$ cat src/fpsu_defines.svh
// Constants for the front-panel status and user I/O block
`ifndef FPSU_DEFINES_SVH
`define FPSU_DEFINES_SVH

`define FPSU_CLK_HZ 25000000
`define FPSU_FLASH_HZ 4
// Half period of the 4 Hz flash, in clock cycles
`define FPSU_FLASH_HALF (`FPSU_CLK_HZ / (2 * `FPSU_FLASH_HZ))
`define FPSU_BACKLIGHT_S 120
// Backlight hold counted in flash half periods (8 per second)
`define FPSU_BACKLIGHT_TICKS (`FPSU_BACKLIGHT_S * 2 * `FPSU_FLASH_HZ)

`define FPSU_ADDR_CTRL 12'h000
`define FPSU_ADDR_RELAY 12'h004
`define FPSU_ADDR_STATUS 12'h008
`define FPSU_ADDR_UI 12'h00c

// Control register fields
`define FPSU_CTRL_BUZZ_EN 0
`define FPSU_CTRL_INIT_DONE 1
`define FPSU_CTRL_RST 32'h0000_0001

// Relay config: 4 bits per relay, [1:0] source, [3:2] setting
`define FPSU_RELAY_RST 32'h0000_0000

`define FPSU_DIGITS 8
`define FPSU_SCREENS 16

`endif

$ cat src/fpsu_pkg.sv
// Types shared by the front-panel status and user I/O block
package fpsu_pkg;
  typedef enum logic [1:0] {
    FPSU_SRC_FORCED = 2'h0,
    FPSU_SRC_ALARM = 2'h1,
    FPSU_SRC_INPUT = 2'h2
  } fpsu_src_e;

  typedef enum logic [1:0] {
    FPSU_FORCE_UNUSED = 2'h0,
    FPSU_FORCE_OPEN = 2'h1,
    FPSU_FORCE_CLOSED = 2'h2
  } fpsu_force_e;

  typedef enum logic [1:0] {
    FPSU_CLS_TX = 2'h0,
    FPSU_CLS_RX = 2'h1,
    FPSU_CLS_BOTH = 2'h2
  } fpsu_cls_e;

  typedef enum logic [2:0] {
    FPSU_UI_DISPLAY = 3'b001,
    FPSU_UI_ADJUST = 3'b010,
    FPSU_UI_POSITION = 3'b100
  } fpsu_ui_e;
endpackage

$ cat src/fpsu_flash_timebase.sv
// Shared 4 Hz flash timebase
`timescale 1ns/100ps
`include "fpsu_defines.svh"
module fpsu_flash_timebase import fpsu_pkg::*; (
  input wire logic pclk, // Clock
  input wire logic presetn, // Async reset, active low
  output logic flash, // 4 Hz square wave
  output logic half_tick // Pulse each half period
);
  localparam int unsigned HALF = `FPSU_FLASH_HALF;
  logic [22:0] cnt;

  // Equal on and off halves so every lamp flashes in step
  always_ff @(posedge pclk or negedge presetn) begin
    if (!presetn) begin
      cnt <= 23'h0;
      flash <= 1'b0;
      half_tick <= 1'b0;
    end else if (cnt == 23'(HALF - 1)) begin
      cnt <= 23'h0;
      flash <= ~flash;
      half_tick <= 1'b1;
    end else begin
      cnt <= cnt + 23'h1;
      half_tick <= 1'b0;
    end
  end
endmodule // fpsu_flash_timebase

$ cat src/fpsu_relay_select.sv
// Source selection for one user relay output
`timescale 1ns/100ps
`include "fpsu_defines.svh"
module fpsu_relay_select import fpsu_pkg::*; (
  input wire logic [3:0] cfg, // [1:0] source, [3:2] setting
  input wire logic tx_alarm, // Transmit alarm active
  input wire logic rx_alarm, // Receive alarm active
  input wire logic [7:0] user_in, // Monitored user inputs
  output logic relay_open // 1: normally-open contact made
);
  always_comb begin
    relay_open = 1'b0;
    case (fpsu_src_e'(cfg[1:0]))
      FPSU_SRC_FORCED: begin
        relay_open = (fpsu_force_e'(cfg[3:2]) == FPSU_FORCE_OPEN);
      end
      FPSU_SRC_ALARM: begin
        case (fpsu_cls_e'(cfg[3:2]))
          FPSU_CLS_TX: relay_open = tx_alarm;
          FPSU_CLS_RX: relay_open = rx_alarm;
          FPSU_CLS_BOTH: relay_open = tx_alarm & rx_alarm;
          default: relay_open = 1'b0;
        endcase
      end
      FPSU_SRC_INPUT: begin
        // Setting field picks input 0, 1, 6 or 7; bit 3 adds 4 to the index
        relay_open = ~user_in[cfg[3:2] + (cfg[3] ? 3'h4 : 3'h0)];
      end
      default: relay_open = 1'b0;
    endcase
  end
endmodule // fpsu_relay_select

$ cat src/fpsu_front_panel.sv
// Front-panel lamps, backlight, buzzer, keys and user relays with APB registers
`timescale 1ns/100ps
`include "fpsu_defines.svh"
module fpsu_front_panel import fpsu_pkg::*; (
  input wire logic pclk, // APB clock, 25 MHz
  input wire logic presetn, // Async reset, active low
  input wire logic psel, // APB select
  input wire logic penable, // APB enable
  input wire logic pwrite, // APB direction
  input wire logic [11:0] paddr, // APB byte address
  input wire logic [31:0] pwdata, // APB write data
  output logic [31:0] prdata, // APB read data
  output logic pready, // APB ready
  output logic pslverr, // APB error
  input wire logic sys_init, // System initialising
  input wire logic severe_alarm, // Alarm that disrupts traffic
  input wire logic minor_alarm, // Alarm that leaves traffic intact
  input wire logic tx_alarm, // Transmit class alarm
  input wire logic rx_alarm, // Receive class alarm
  input wire logic far_unreachable, // No contact with far end
  input wire logic far_mux_alarm, // Far end reports mux alarm
  input wire logic self_test, // Loopback self test running
  input wire logic eth_collision, // Transport port collision
  input wire logic eth_active, // Transport port active
  input wire logic eth_link_ok, // Transport port properly connected
  input wire logic key_escape, // Escape key pressed, level
  input wire logic key_select, // Select key pressed, level
  input wire logic key_right, // Right key pressed, level
  input wire logic key_left, // Left key pressed, level
  input wire logic key_confirm, // Confirm key pressed, level
  input wire logic [7:0] user_in, // Monitored user inputs
  output logic normal_lamp, // Normal status lamp
  output logic alarm_lamp, // Alarm lamp
  output logic far_station_lamp, // Remote status lamp
  output logic test_lamp, // Self test lamp
  output logic collision_lamp, // Ethernet collision lamp
  output logic link_lamp, // Ethernet link lamp
  output logic backlight, // Display backlight
  output logic buzzer, // Alarm buzzer
  output logic [3:0] relay_open, // Relays on normally-open contact
  output logic [3:0] screen, // Current screen index
  output logic [2:0] digit, // Current edit digit
  output logic [3:0] digit_value, // Value of current digit
  output logic edit_commit // Pulse when an edit is committed
);
  // ---------------------------------------------------------------
  // Timebase and relay sources
  // ---------------------------------------------------------------
  logic flash;
  logic half_tick;
  logic [31:0] ctrl;
  logic [15:0] relay_cfg;
  logic [3:0] next_relay;

  fpsu_flash_timebase u_tb (
    .pclk(pclk),
    .presetn(presetn),
    .flash(flash),
    .half_tick(half_tick)
  );

  for (genvar g = 0; g < 4; g++) begin : g_relay
    fpsu_relay_select u_rel (
      .cfg(relay_cfg[4*g +: 4]),
      .tx_alarm(tx_alarm),
      .rx_alarm(rx_alarm),
      .user_in(user_in),
      .relay_open(next_relay[g])
    );
  end

  always_ff @(posedge pclk or negedge presetn) begin
    if (!presetn) relay_open <= 4'h0;
    else relay_open <= next_relay;
  end

  // ---------------------------------------------------------------
  // Status lamps
  // ---------------------------------------------------------------
  always_ff @(posedge pclk or negedge presetn) begin
    if (!presetn) begin
      normal_lamp <= 1'b0;
      alarm_lamp <= 1'b0;
      far_station_lamp <= 1'b0;
      test_lamp <= 1'b0;
      collision_lamp <= 1'b0;
      link_lamp <= 1'b0;
    end else begin
      if (severe_alarm) normal_lamp <= 1'b0;
      else if (sys_init) normal_lamp <= flash;
      else normal_lamp <= 1'b1;
      if (severe_alarm) alarm_lamp <= 1'b1;
      else if (minor_alarm) alarm_lamp <= flash;
      else alarm_lamp <= 1'b0;
      if (far_unreachable) far_station_lamp <= flash;
      else if (far_mux_alarm) far_station_lamp <= 1'b1;
      else far_station_lamp <= 1'b0;
      test_lamp <= self_test;
      collision_lamp <= eth_collision;
      // The shared flash keeps the link lamp in step with the others
      link_lamp <= eth_active & (eth_link_ok | flash);
    end
  end

  // this block only shows port state; no path joins the two ports.

  // ---------------------------------------------------------------
  // Key edges
  // ---------------------------------------------------------------
  logic [4:0] keys_d;
  logic [4:0] keys;
  logic [4:0] press;
  assign keys = {key_confirm, key_left, key_right, key_select, key_escape};
  assign press = keys & ~keys_d;

  always_ff @(posedge pclk or negedge presetn) begin
    if (!presetn) keys_d <= 5'h0;
    else keys_d <= keys;
  end

  // ---------------------------------------------------------------
  // Backlight and buzzer
  // ---------------------------------------------------------------
  logic any_alarm;
  logic alarm_d;
  logic [10:0] bl_cnt;
  logic key_bl;
  logic [10:0] key_cnt;
  assign any_alarm = severe_alarm | minor_alarm;

  always_ff @(posedge pclk or negedge presetn) begin
    if (!presetn) begin
      alarm_d <= 1'b0;
      bl_cnt <= 11'h0;
      key_cnt <= 11'h0;
      key_bl <= 1'b0;
      backlight <= 1'b0;
    end else begin
      alarm_d <= any_alarm;
      if (any_alarm && !alarm_d) bl_cnt <= 11'(`FPSU_BACKLIGHT_TICKS);
      else if (half_tick && bl_cnt != 11'h0) bl_cnt <= bl_cnt - 11'h1;
      // Key light uses the same hold so the panel stays readable
      if (|press) key_cnt <= 11'(`FPSU_BACKLIGHT_TICKS);
      else if (half_tick && key_cnt != 11'h0) key_cnt <= key_cnt - 11'h1;
      key_bl <= |press;
      backlight <= (bl_cnt != 11'h0) | (key_cnt != 11'h0) | key_bl;
    end
  end

  logic buzz_mute;
  fpsu_ui_e ui;

  always_ff @(posedge pclk or negedge presetn) begin
    if (!presetn) begin
      buzz_mute <= 1'b0;
      buzzer <= 1'b0;
    end else begin
      // A fresh alarm wins over a mute press in the same cycle
      if (any_alarm && !alarm_d) buzz_mute <= 1'b0;
      else if (press[1] && ui == FPSU_UI_DISPLAY) buzz_mute <= 1'b1;
      else if (!any_alarm) buzz_mute <= 1'b0;
      buzzer <= any_alarm & ctrl[`FPSU_CTRL_BUZZ_EN] & ~buzz_mute;
    end
  end

  // ---------------------------------------------------------------
  // Key interpretation
  // ---------------------------------------------------------------
  always_ff @(posedge pclk or negedge presetn) begin
    if (!presetn) begin
      ui <= FPSU_UI_DISPLAY;
      screen <= 4'h0;
      digit <= 3'h0;
      digit_value <= 4'h0;
      edit_commit <= 1'b0;
    end else begin
      edit_commit <= 1'b0;
      case (ui)
        FPSU_UI_DISPLAY: begin
          if (press[0]) screen <= 4'h0;
          else if (press[2]) screen <= screen + 4'h1;
          else if (press[3]) screen <= screen - 4'h1;
          else if (press[4]) begin
            ui <= FPSU_UI_POSITION;
            digit <= 3'h0;
          end
        end
        FPSU_UI_ADJUST, FPSU_UI_POSITION: begin
          if (press[0]) ui <= FPSU_UI_DISPLAY;
          else if (press[4]) begin
            ui <= FPSU_UI_DISPLAY;
            edit_commit <= 1'b1;
          end else if (press[1]) begin
            ui <= (ui == FPSU_UI_ADJUST) ? FPSU_UI_POSITION : FPSU_UI_ADJUST;
          end else if (press[2]) begin
            if (ui == FPSU_UI_ADJUST) digit_value <= digit_value + 4'h1;
            else digit <= digit + 3'h1;
          end else if (press[3]) begin
            if (ui == FPSU_UI_ADJUST) digit_value <= digit_value - 4'h1;
            else digit <= digit - 3'h1;
          end
        end
        default: ui <= FPSU_UI_DISPLAY;
      endcase
    end
  end

  // ---------------------------------------------------------------
  // APB registers
  // ---------------------------------------------------------------
  logic wr;
  logic rd;
  logic mapped;
  assign wr = psel & penable & pwrite;
  assign rd = psel & ~penable & ~pwrite;
  assign mapped = (paddr == `FPSU_ADDR_CTRL) | (paddr == `FPSU_ADDR_RELAY) |
    (paddr == `FPSU_ADDR_STATUS) | (paddr == `FPSU_ADDR_UI);

  always_ff @(posedge pclk or negedge presetn) begin
    if (!presetn) begin
      ctrl <= `FPSU_CTRL_RST;
      relay_cfg <= 16'h0000;
    end else if (wr) begin
      if (paddr == `FPSU_ADDR_CTRL) ctrl <= {30'h0, pwdata[1:0]};
      if (paddr == `FPSU_ADDR_RELAY) relay_cfg <= pwdata[15:0];
    end
  end

  // Zero wait states; read data is captured in the setup cycle
  always_ff @(posedge pclk or negedge presetn) begin
    if (!presetn) begin
      prdata <= 32'h0;
      pready <= 1'b0;
      pslverr <= 1'b0;
    end else begin
      pready <= psel & ~penable;
      pslverr <= psel & ~penable & ~mapped;
      if (rd) begin
        case (paddr)
          `FPSU_ADDR_CTRL: prdata <= ctrl;
          `FPSU_ADDR_RELAY: prdata <= {16'h0, relay_cfg};
          `FPSU_ADDR_STATUS: prdata <= {8'h0, user_in, 4'h0, relay_open, buzzer,
            backlight, link_lamp, collision_lamp, test_lamp, far_station_lamp,
            alarm_lamp, normal_lamp};
          `FPSU_ADDR_UI: prdata <= {18'h0, ui, screen, digit, digit_value};
          default: prdata <= 32'h0;
        endcase
      end
    end
  end
endmodule // fpsu_front_panel

$ cat config.mk
export PLATFORM = sky130hd
export DESIGN_NAME = fpsu_front_panel
export DESIGN_NICKNAME = d
export VERILOG_FILES = /design/src/fpsu_pkg.sv /design/src/fpsu_flash_timebase.sv /design/src/fpsu_relay_select.sv /design/src/fpsu_front_panel.sv
export VERILOG_INCLUDE_DIRS = /design/src
export SDC_FILE = /design/constraint.sdc
export NUM_CORES = 1
export LEC_CHECK = 0
export ABC_AREA = 1
export BUFFER_PORTS_ARGS = -buffer_cell sky130_fd_sc_hd__buf_2
export CORE_UTILIZATION = 50
export DETAILED_ROUTE_END_ITERATION = 10
export PLACE_DENSITY = 0.82
export SYNTH_ARGS = -nofsm -noshare
export SYNTH_HDL_FRONTEND = slang
export SYNTH_SLANG_ARGS = --single-unit
$ cat constraint.sdc
create_clock -name pclk -period 1.9 [get_ports pclk]
set_input_delay 0.285 -clock pclk [delete_from_list [all_inputs] [get_ports pclk]]
set_output_delay 0.285 -clock pclk [all_outputs]
set_load 0.01 [all_outputs]
=== After elaboration in Yosys (flattened, before gate mapping) ===
Index checks and enable logic that the tools add are counted.

* Bits in registers: 134

* Add/subtract/negate cells: 13
* Order comparisons: 4
* Equality and inequality tests: 34
* Mux-type cells: 67
* Bitwise operators: 30
* Reduce and logical (&&, ||, !) cells: 29

{| class="wikitable"
|+ Operators with widths
! operator !! count
|-
| $pmux W24 S4 || 1
|-
| $mux W3 || 23
|-
| $mux W11 || 4
|-
| $mux W4 || 7
|-
| $eq A12 B4 Y1 const B || 2
|-
| $pmux W1 S3 || 8
|-
| $add A23 B1 Y23 const B || 1
|-
| $eq A23 B22 Y1 const B || 1
|-
| $mux W23 || 1
|-
| $reduce_bool A11 Y1 || 2
|-
| $sub A11 B1 Y11 const B || 2
|-
| $mux W1 || 17
|-
| $eq A2 B1 Y1 const B || 8
|-
| $eq A2 B2 Y1 const B || 8
|-
| $logic_not A2 Y1 || 8
|-
| $lt A3 B4 Y1 const B || 4
|-
| $ne A2 B2 Y1 const B || 8
|-
| $add A2 B3 Y3 || 4
|-
| $bmux W1 S3 || 4
|-
| $eq A12 B3 Y1 const B || 1
|-
| $logic_not A12 Y1 || 1
|-
| $not A1 Y1 || 12
|-
| $pmux W3 S2 || 2
|-
| $reduce_and A10 Y1 || 1
|-
| other kinds (23) || 47
|}

=== Logic depth before layout (Yosys ltp) ===
Gate-level depths: netlist of run 1.

* Depth in word-level cells: 8
* Mapped depth: 10
* Mapped depth without buffers: 10

=== By module ===
Synthesis of run 1 repeated with hierarchy kept, for this count alone.

* Cell total of the unflattened synthesis: 895
* Area, all modules: 7065.5 µm²

{| class="wikitable"
|+ Modules (own cells, without submodules)
! module !! times used !! cells an instance !! area an instance (µm²) !! sequential area each (µm²)
|-
| fpsu_front_panel || 1 || 617 || 5241.3 || 2529.9
|-
| fpsu_flash_timebase || 1 || 190 || 1448.9 || 625.6
|-
| fpsu_relay_select || 4 || 22 || 93.8 || 0.0
|}

=== Worst setup path before layout of run 1 ===
Ideal clock, no wire load.

* Path kind: register -> register
* From: register keys_d[2]
* To: register digit[2]
* Library setup time: 0.083 ns
* Arrival time: 1.462 ns
* Slack: 0.355 ns
* Cell stages (with the launch flop): 9
* Cell sequence: dfrtp_1 -> inv_1 -> nand2_2 -> inv_1 -> fa_1 -> xnor2_1 -> xor2_1 -> nand2_1 -> o21ai_0

* Cells in the longest elaborated chain, start to end: 7
* Elaborated cells on any way between the ends: 10
* Classes of those cells: eq/ne: 2; mux: 5; bitwise: 2; reduce/logical: 1

{| class="wikitable"
|+ RTL lines
! element !! line !! RTL
|-
| start: declaration || fpsu_front_panel.sv:110 || <nowiki>logic [4:0] keys_d;</nowiki>
|-
| start signal: assignment || fpsu_front_panel.sv:118 || <nowiki>else keys_d <= keys;</nowiki>
|-
| $not A5 Y5 (*) || fpsu_front_panel.sv:114 || <nowiki>assign press = keys & ~keys_d;</nowiki>
|-
| $and A5 B5 Y5 (*) || fpsu_front_panel.sv:114 ||
|-
| $mux W3 || fpsu_front_panel.sv:195 || <nowiki>end else if (press[2]) begin</nowiki>
|-
| $mux W3 || fpsu_front_panel.sv:193 || <nowiki>end else if (press[1]) begin</nowiki>
|-
| $mux W3 || fpsu_front_panel.sv:190 || <nowiki>else if (press[4]) begin</nowiki>
|-
| $mux W3 || fpsu_front_panel.sv:189 || <nowiki>if (press[0]) ui <= FPSU_UI_DISPLAY;</nowiki>
|-
| $pmux W3 S2 || fpsu_front_panel.sv:178 || <nowiki>case (ui)</nowiki>
|-
| end signal: assignment || fpsu_front_panel.sv:197 || <nowiki>else digit <= digit + 3'h1;</nowiki>
|-
| end signal: assignment || fpsu_front_panel.sv:200 || <nowiki>else digit <= digit - 3'h1;</nowiki>
|-
| end: declaration || fpsu_front_panel.sv:42 || <nowiki>output logic [2:0] digit,</nowiki>
|}

Every way passes the cells marked *; elsewhere a longest branch is shown, timed or not. The select of a mux whose other input is x is not followed.
A chain may end at the register's enable or synchronous reset.

=== Final worst setup path of run 1 ===
* From: input key_right
* To: register digit[2]

* Cells in the longest elaborated chain, start to end: 6
* Elaborated cells on any way between the ends: 9
* Classes of those cells: eq/ne: 2; mux: 5; bitwise: 1; reduce/logical: 1

{| class="wikitable"
|+ RTL lines
! element !! line !! RTL
|-
| start: declaration || fpsu_front_panel.sv:28 || <nowiki>input wire logic key_right,</nowiki>
|-
| $and A5 B5 Y5 (*) || fpsu_front_panel.sv:114 ||
|-
| $mux W3 || fpsu_front_panel.sv:195 ||
|-
| $mux W3 || fpsu_front_panel.sv:193 ||
|-
| $mux W3 || fpsu_front_panel.sv:190 ||
|-
| $mux W3 || fpsu_front_panel.sv:189 ||
|-
| $pmux W3 S2 || fpsu_front_panel.sv:178 ||
|}

Marked as above.

==> metrics.yaml, run 1 <==
cts:
  cts_setup_buffers: 0
  cts_max_level: 4
  cts_root_buf: "clkbuf_16"
  clk_pin_slew_ns: 0.06
  numCtsBuffers: 17
  holdBufCountCts: 8
  insertion_delay_ns: 0.42
  ctsResizeCount: 0
  ctsLongestPathBuffers: 2
  cts_sinks: 126
  cts_tree: "yes"
power:
  pwr-share-seq_pct: 38.6
  p_comb_share_pct: 19.5
  p_int_uw: 5790
  pwr-share-clk_pct: 41.8
  p_per_area_nw_per_um2: 991
  switching_share_pct: 30.0
  ir_worst_vdd_mv: 0.600
  p_switching_uw: 2490
  p_leak_uw: 0.00428
routing:
  antenna_left: 0
  routed_wirelength_mm: 17.4
  first_pass_iters: 6
  drt_iter0_drc: 592
  route.detailed.drc: 0
  vias: 6436
  wl_per_cell_um: 14.4
  viasPerCell: 5.33
placed_design:
  post-place-ws_ns: 0.258
  dpl.hpwl_mm: 12.8
  place.port_buffers: 106
  place.gp.congestion: 0.882
setup_path:
  worstPathRequired_ns: 2.24
  cp_max_fo: 4
  crit_family: "buffers and inverters"
  path_cells: "dlygate4sd3_1, buf_2, nand2_2, inv_1, fa_1, xnor2_1, xor2_1, nand2_1, o21ai_0"
  cp_slowest_cell: "dlygate4sd3_1"
  crit_path_end_kind: "register"
  timing.rr.start: "keys_d[2]"
  slowest_delay_ns: 0.53
  crit_type: "in -> reg"
  critPathLaunchType: "input pin"
  cp-startpoint: "key_right"
  reg2reg_depth: 8
  r2r_slack_ns: 0.24
  cp_data_arrival_time_ns: 2.11
  path_buf_inv: 3
  r2r-end: "digit_value[3]"
hold_path:
  hp-class: "in -> reg"
  hold_end: "pready"
  min_from: "penable"
  hold_depth: 2
floorplanning:
  die_area_sq_um: 14100
  die_y_um: 119
  initial_core_util_pct: 51.4
  die_w_um: 119
  core_sq_um: 13200
  rows: 42
  ios: 131
logic_synthesis:
  ys.flop_type: "dfrtp_1"
  synth.distinct_cells: 41
  synth.area.top_cells: "dfrtp_1, nand2_1, nand3_1"
  yosys.area.top_type: "dfrtp_1"
  ys_seq_area_share_pct: 46.3
  synthCells: 884
  synth_most_common_cell: "nand2_1"
  ys_async_sr_fraction_pct: 100
  syn-cell-area_sq_um: 6810
  ys_warn_count: 0
  ys_seq_elements: 126
  ys_top_cells_by_count: "nand2_1, dfrtp_1, inv_1"
  synth_top_area_share_pct: 45.6
  avgSynthCellArea_sq_um: 7.70
  synth_edf_count: 0
sta:
  grt_setup_unrepaired: "false"
  maxSlewViolCount: 0
  setup_ws_ns: 0.128
  hold_viol_final: 0
  setup_tns_ns: 0
  relSlewSlack_pct: 61.4
  fmaxAchievable_mhz: 564
  finClkSkew_ns: 0.00654
  tightest_slew_ns: 0.579
  timing.final.crit_share_pct: 93.2
  layout_min_cycle_time_ns: 1.77
  setup-violations-final: 0
global_route:
  grt_first_pass_wirelength_mm: 29.0
  grt_max_degree: 42
  antenna_found_initial: 0
  overflow: 0
  grt_use_total_pct: 25.9
  grt_pass1_vias: 6144
cells_and_area:
  antenna_cells: 0
  layout-drive-gt1-share_pct: 18.2
  final_nets: 1104
  area_growth_pct: 22.7
outcome:
  status: "finished clean"
job:
  maxCapViolCount: 0
==> worst max path at each step <==
stage	slack, ns	endpoint	cells past startpoint
2_1_floorplan	0.36	digit[2]	8
3_3_place_gp	0.32	digit[2]	8
3_5_place_dp	0.26	digit_value[3]	8
4_1_cts	0.16	digit[2]	9
5_1_grt	0.07	u_tb.cnt[18]	8
6_report	0.13	digit[2]	9
==> through the flow <==
stage                     util (%)  total power [uW]  hold slack, ns  std cells  area, sq um
after floorplan                  -              4270         -0.0106        891         6840
after global routing          63.1              8700          0.0652       1208         8360
after CTS                     63.1              8280          0.0434       1208         8360
after global placement        57.7              4730           0.311       1168         7650
final                         63.1              8280          0.0498       1208         8360
after detailed placement      57.7              4820           0.313       1168         7650
==> flip-flops by register name (all words and copies together) (netlist names), 4 cells and up <==
| name | cells |
|---|---|
| prdata | 24 |
| digit_value | 4 |
| key_cnt | 11 |
| relay_cfg | 16 |
| screen | 4 |
| bl_cnt | 11 |
| u_tb.cnt | 23 |
| relay_open | 4 |
| keys_d | 5 |
==> logic make-up after synthesis <==
logic type / Yosys count / share of synthesized area [%]
other: 1 / 0.0551
AND/OR/NAND/NOR: 487 / 32.0
AO/OA/AOI/OAI: 103 / 8.19
flip-flops: 126 / 46.3
buffers and inverters: 135 / 8.34
adder cells (fa/ha/maj): 12 / 2.54
XOR/XNOR: 20 / 2.57
==> power groups by stage <==
stage / registers (uW) / clock network [uW] / logic [uW]
2_1_floorplan: 3210 / 0 / 1050
3_3_place_gp: 3230 / 0 / 1500
3_5_place_dp: 3230 / 0 / 1590
4_1_cts: 3190 / 3480 / 1620
5_1_grt: 3230 / 3600 / 1870
6_report: 3200 / 3460 / 1620
==> cell usage in the layout (no fill, tap or decap), types with 5 or more instances in the layout <==
cell type        n
nand3_1        100
nand3b_1         5
inv_1          109
o31ai_1          5
nor3_1          12
a21oi_1         15
clkbuf_16       17
ha_1             9
o21ai_0         65
nor2_4           5
xor2_1          15
nand4_1         18
nor2_2           5
buf_12           5
dlygate4sd3_1    8
nor2_1          81
nand2_1        239
buf_4           16
o21ai_1          5
xnor2_1          5
conb_1           8
dfrtp_1        124
buf_2          105
or2_2            5
==> layout make-up <==
type / instances / area [sq um]
clock inverter: 13 / 188
sequential: 126 / 3160
inverter: 110 / 413
clock buffer: 19 / 443
timing repair buffer: 134 / 826
multi-input combinational: 630 / 3110
tap: 176 / 220
fill: 1054 / 4880
==> metal layers <==
| layer | share of wire, % | vias to the layer above | global-route usage (%) |
|---|---|---|---|
| met5 | 0 | - | 0 |
| met4 | 3.3 | 0 | 12.6 |
| met3 | 6.4 | 46 | 4.34 |
| met2 | 49 | 282 | 43.3 |
| met1 | 42 | 2998 | 32.5 |
| li1 | - | 3110 | - |
==> worst register-to-register path, stage by stage, from the launching register on <==
cell and delay (ns):
dfrtp_1 0.35, inv_1 0.07, nand2_2 0.09, buf_4 0.18
ha_1 0.32, a21oi_1 0.17, nand2_1 0.08, xor2_1 0.16
o21ai_0 0.15
(Power assumes the default switching activity.)
==> run 2, diff against run 1 <==
--- a/config.mk
+++ b/config.mk
@@ -10,7 +10,7 @@
 export BUFFER_PORTS_ARGS = -buffer_cell sky130_fd_sc_hd__buf_2
 export CORE_UTILIZATION = 50
 export DETAILED_ROUTE_END_ITERATION = 10
-export PLACE_DENSITY = 0.82
+export PLACE_DENSITY = 0.85
 export SYNTH_ARGS = -nofsm -noshare
 export SYNTH_HDL_FRONTEND = slang
 export SYNTH_SLANG_ARGS = --single-unit
==> constraint.sdc (replaced) <==
create_clock -name pclk -period 1.5 [get_ports pclk]
set_input_delay 0.225 -clock pclk [delete_from_list [all_inputs] [get_ports pclk]]
set_output_delay 0.225 -clock pclk [all_outputs]
set_load 0.01 [all_outputs]
==> run 2 against run 1 <==
Compared with the run above: the run now ends with setup timing left; power is 33% higher; sequential share of layout area is 2.4 points lower; cell area is 6.9% higher; largest power group unchanged; die area stayed put; sequential power is 28% higher; register-to-register slack worse by 0.38 ns; utilization is 4.4 points higher; via count is 5.5% higher; clock power is 23% higher.
==> metrics.yaml, run 2 (synthesized netlist as in run 1, its figures left out) <==
floorplanning:
  die_w_um: 119
  initial_core_util_pct: 51.4
  ios: 131
  core_sq_um: 13200
  die_y_um: 119
  rows: 42
  die_area_sq_um: 14100
global_route:
  grt_use_total_pct: 26.4
  grt_pass1_vias: 6332
  antenna_found_initial: 0
  grt_first_pass_wirelength_mm: 29.6
  grt_max_degree: 37
  overflow: 0
cells_and_area:
  layout-drive-gt1-share_pct: 26.9
  antenna_cells: 0
  area_growth_pct: 31.2
  top_register: "prdata"
  reg_top3: "prdata x24, u_tb.cnt x23, relay_cfg x16"
  mostFrequentLayoutCells: "nand2_1, dfrtp_1, buf_2"
  largest_reg_flops: 24
  fillerInstances: 968
  stdcell_area_sq_um: 8940
  layout_commonest_cell: "nand2_1"
  final_nets: 1143
sta:
  grt_setup_unrepaired: "true"
  fmaxAchievable_mhz: 610
  finClkSkew_ns: 0.00963
  maxSlewViolCount: 0
  layout_min_cycle_time_ns: 1.64
  setup-violations-final: 14
  timing.final.crit_share_pct: 109
  hold_viol_final: 0
  setup_ws_ns: -0.139
  holdWs_ns: 0.0160
setup_path:
  critPathLaunchType: "register"
  worstPathRequired_ns: 1.80
  r2r_slack_ns: -0.14
  crit_type: "reg -> reg"
  cp_data_arrival_time_ns: 1.94
  crit_path_end_kind: "register"
  timing.rr.start: "ui[2]"
  cp_max_fo: 6
  r2r-end: "digit[0]"
  reg2reg_depth: 9
hold_path:
  hold_depth: 2
  hold_end: "link_lamp"
  hp-class: "in -> reg"
  min_from: "eth_link_ok"
cts:
  numCtsBuffers: 17
  cts_root_buf: "clkbuf_16"
  ctsLongestPathBuffers: 2
  clk_pin_slew_ns: 0.06
  insertion_delay_ns: 0.42
  cts_max_level: 4
  cts_sinks: 126
  cts_tree: "yes"
placed_design:
  placed_area_sq_um: 7850
  place.gp.congestion: 0.931
  dpl.hpwl_mm: 12.6
  place.port_buffers: 106
routing:
  antenna_left: 0
  routed_wirelength_mm: 19.3
  drt_iter0_drc: 550
  wl_per_cell_um: 15.5
  viasPerCell: 5.45
  route.detailed.drc: 0
  vias: 6793
  first_pass_iters: 6
power:
  p_per_area_nw_per_um2: 1240
  ir_worst_vdd_mv: 0.935
  p_leak_uw: 0.00451
outcome:
  violations: "setup timing"
  status: "finished, violations left"
job:
  maxCapViolCount: 0
-- run 2: worst max-delay path by stage --
stage | start | to | slack, ns | depth (start not counted)
after floorplan | digit[0] | digit[2] | 0.005 | 6
after global placement | bl_cnt[1] | bl_cnt[5] | 0.02 | 9
after detailed placement | keys_d[2] | digit[2] | -0.09 | 8
after CTS | keys_d[2] | digit[2] | -0.04 | 8
after global routing | ui[1] | digit[0] | -0.27 | 9
final | ui[2] | digit[0] | -0.14 | 9
-- run 2: layer usage --
metal  GRT usage (%)  vias to the layer above  part of all wire (%)
li1                -                     3191                     -
met1            30.9                     3208                    38
met2            45.7                      331                    51
met3            6.18                       63                   6.8
met4            12.2                        0                   3.6
met5               0                        -                     0
-- run 2: report_power, final --
part / leakage [uW] / total [uW] / internal (uW) / switching, uW
combinational: 0.00265 / 2720 / 1090 / 1640
clock: 0.000289 / 4240 / 2710 / 1530
sequential: 0.00157 / 4080 / 3710 / 375
-- run 2: cell type report --
| cell class | instances | area, sq um | area share, % |
|---|---|---|---|
| clock buffer | 20 | 457 | 5.11 |
| clock inverter | 12 | 160 | 1.79 |
| inverter | 110 | 415 | 4.65 |
| multi-input combinational | 631 | 3400 | 38.1 |
| sequential | 126 | 3160 | 35.4 |
| tap | 176 | 220 | 2.46 |
| timing repair buffer | 172 | 1120 | 12.6 |
-- run 2: critical path, cell delays in order (launching register included) --
cell and delay [ns]:
dfrtp_1 0.39, inv_1 0.10, nand3_1 0.14, inv_1 0.14, nand2_1 0.11, nand2_1 0.09
nor2_1 0.21, nand2_2 0.16, nand2_2 0.11, o21ai_0 0.08
-- run 2: through the flow --
stage	std cells	TNS (ns)	util, %	total power, uW	worst slack, ns
5_1_grt	1247	-1.67	67.5	11500	-0.268
3_5_place_dp	1196	-0.232	59.3	6210	-0.0898
3_3_place_gp	1196	0	59.3	6090	0.0202
4_1_cts	1240	-0.0397	65.1	10600	-0.0397
2_1_floorplan	891	0	-	5410	0.00542
6_report	1247	-0.551	67.5	11000	-0.139
-- run 2: repair_timing --
action | CTS | global route
resized for setup | 17 | 86
cloned | 1 | 1
setup endpoints to repair | 17 | 44
hold buffers | 10 | 0
endpoints found under the hold margin | 29 | 0
pin swaps | 11 | 29
setup buffers | 1 | 6
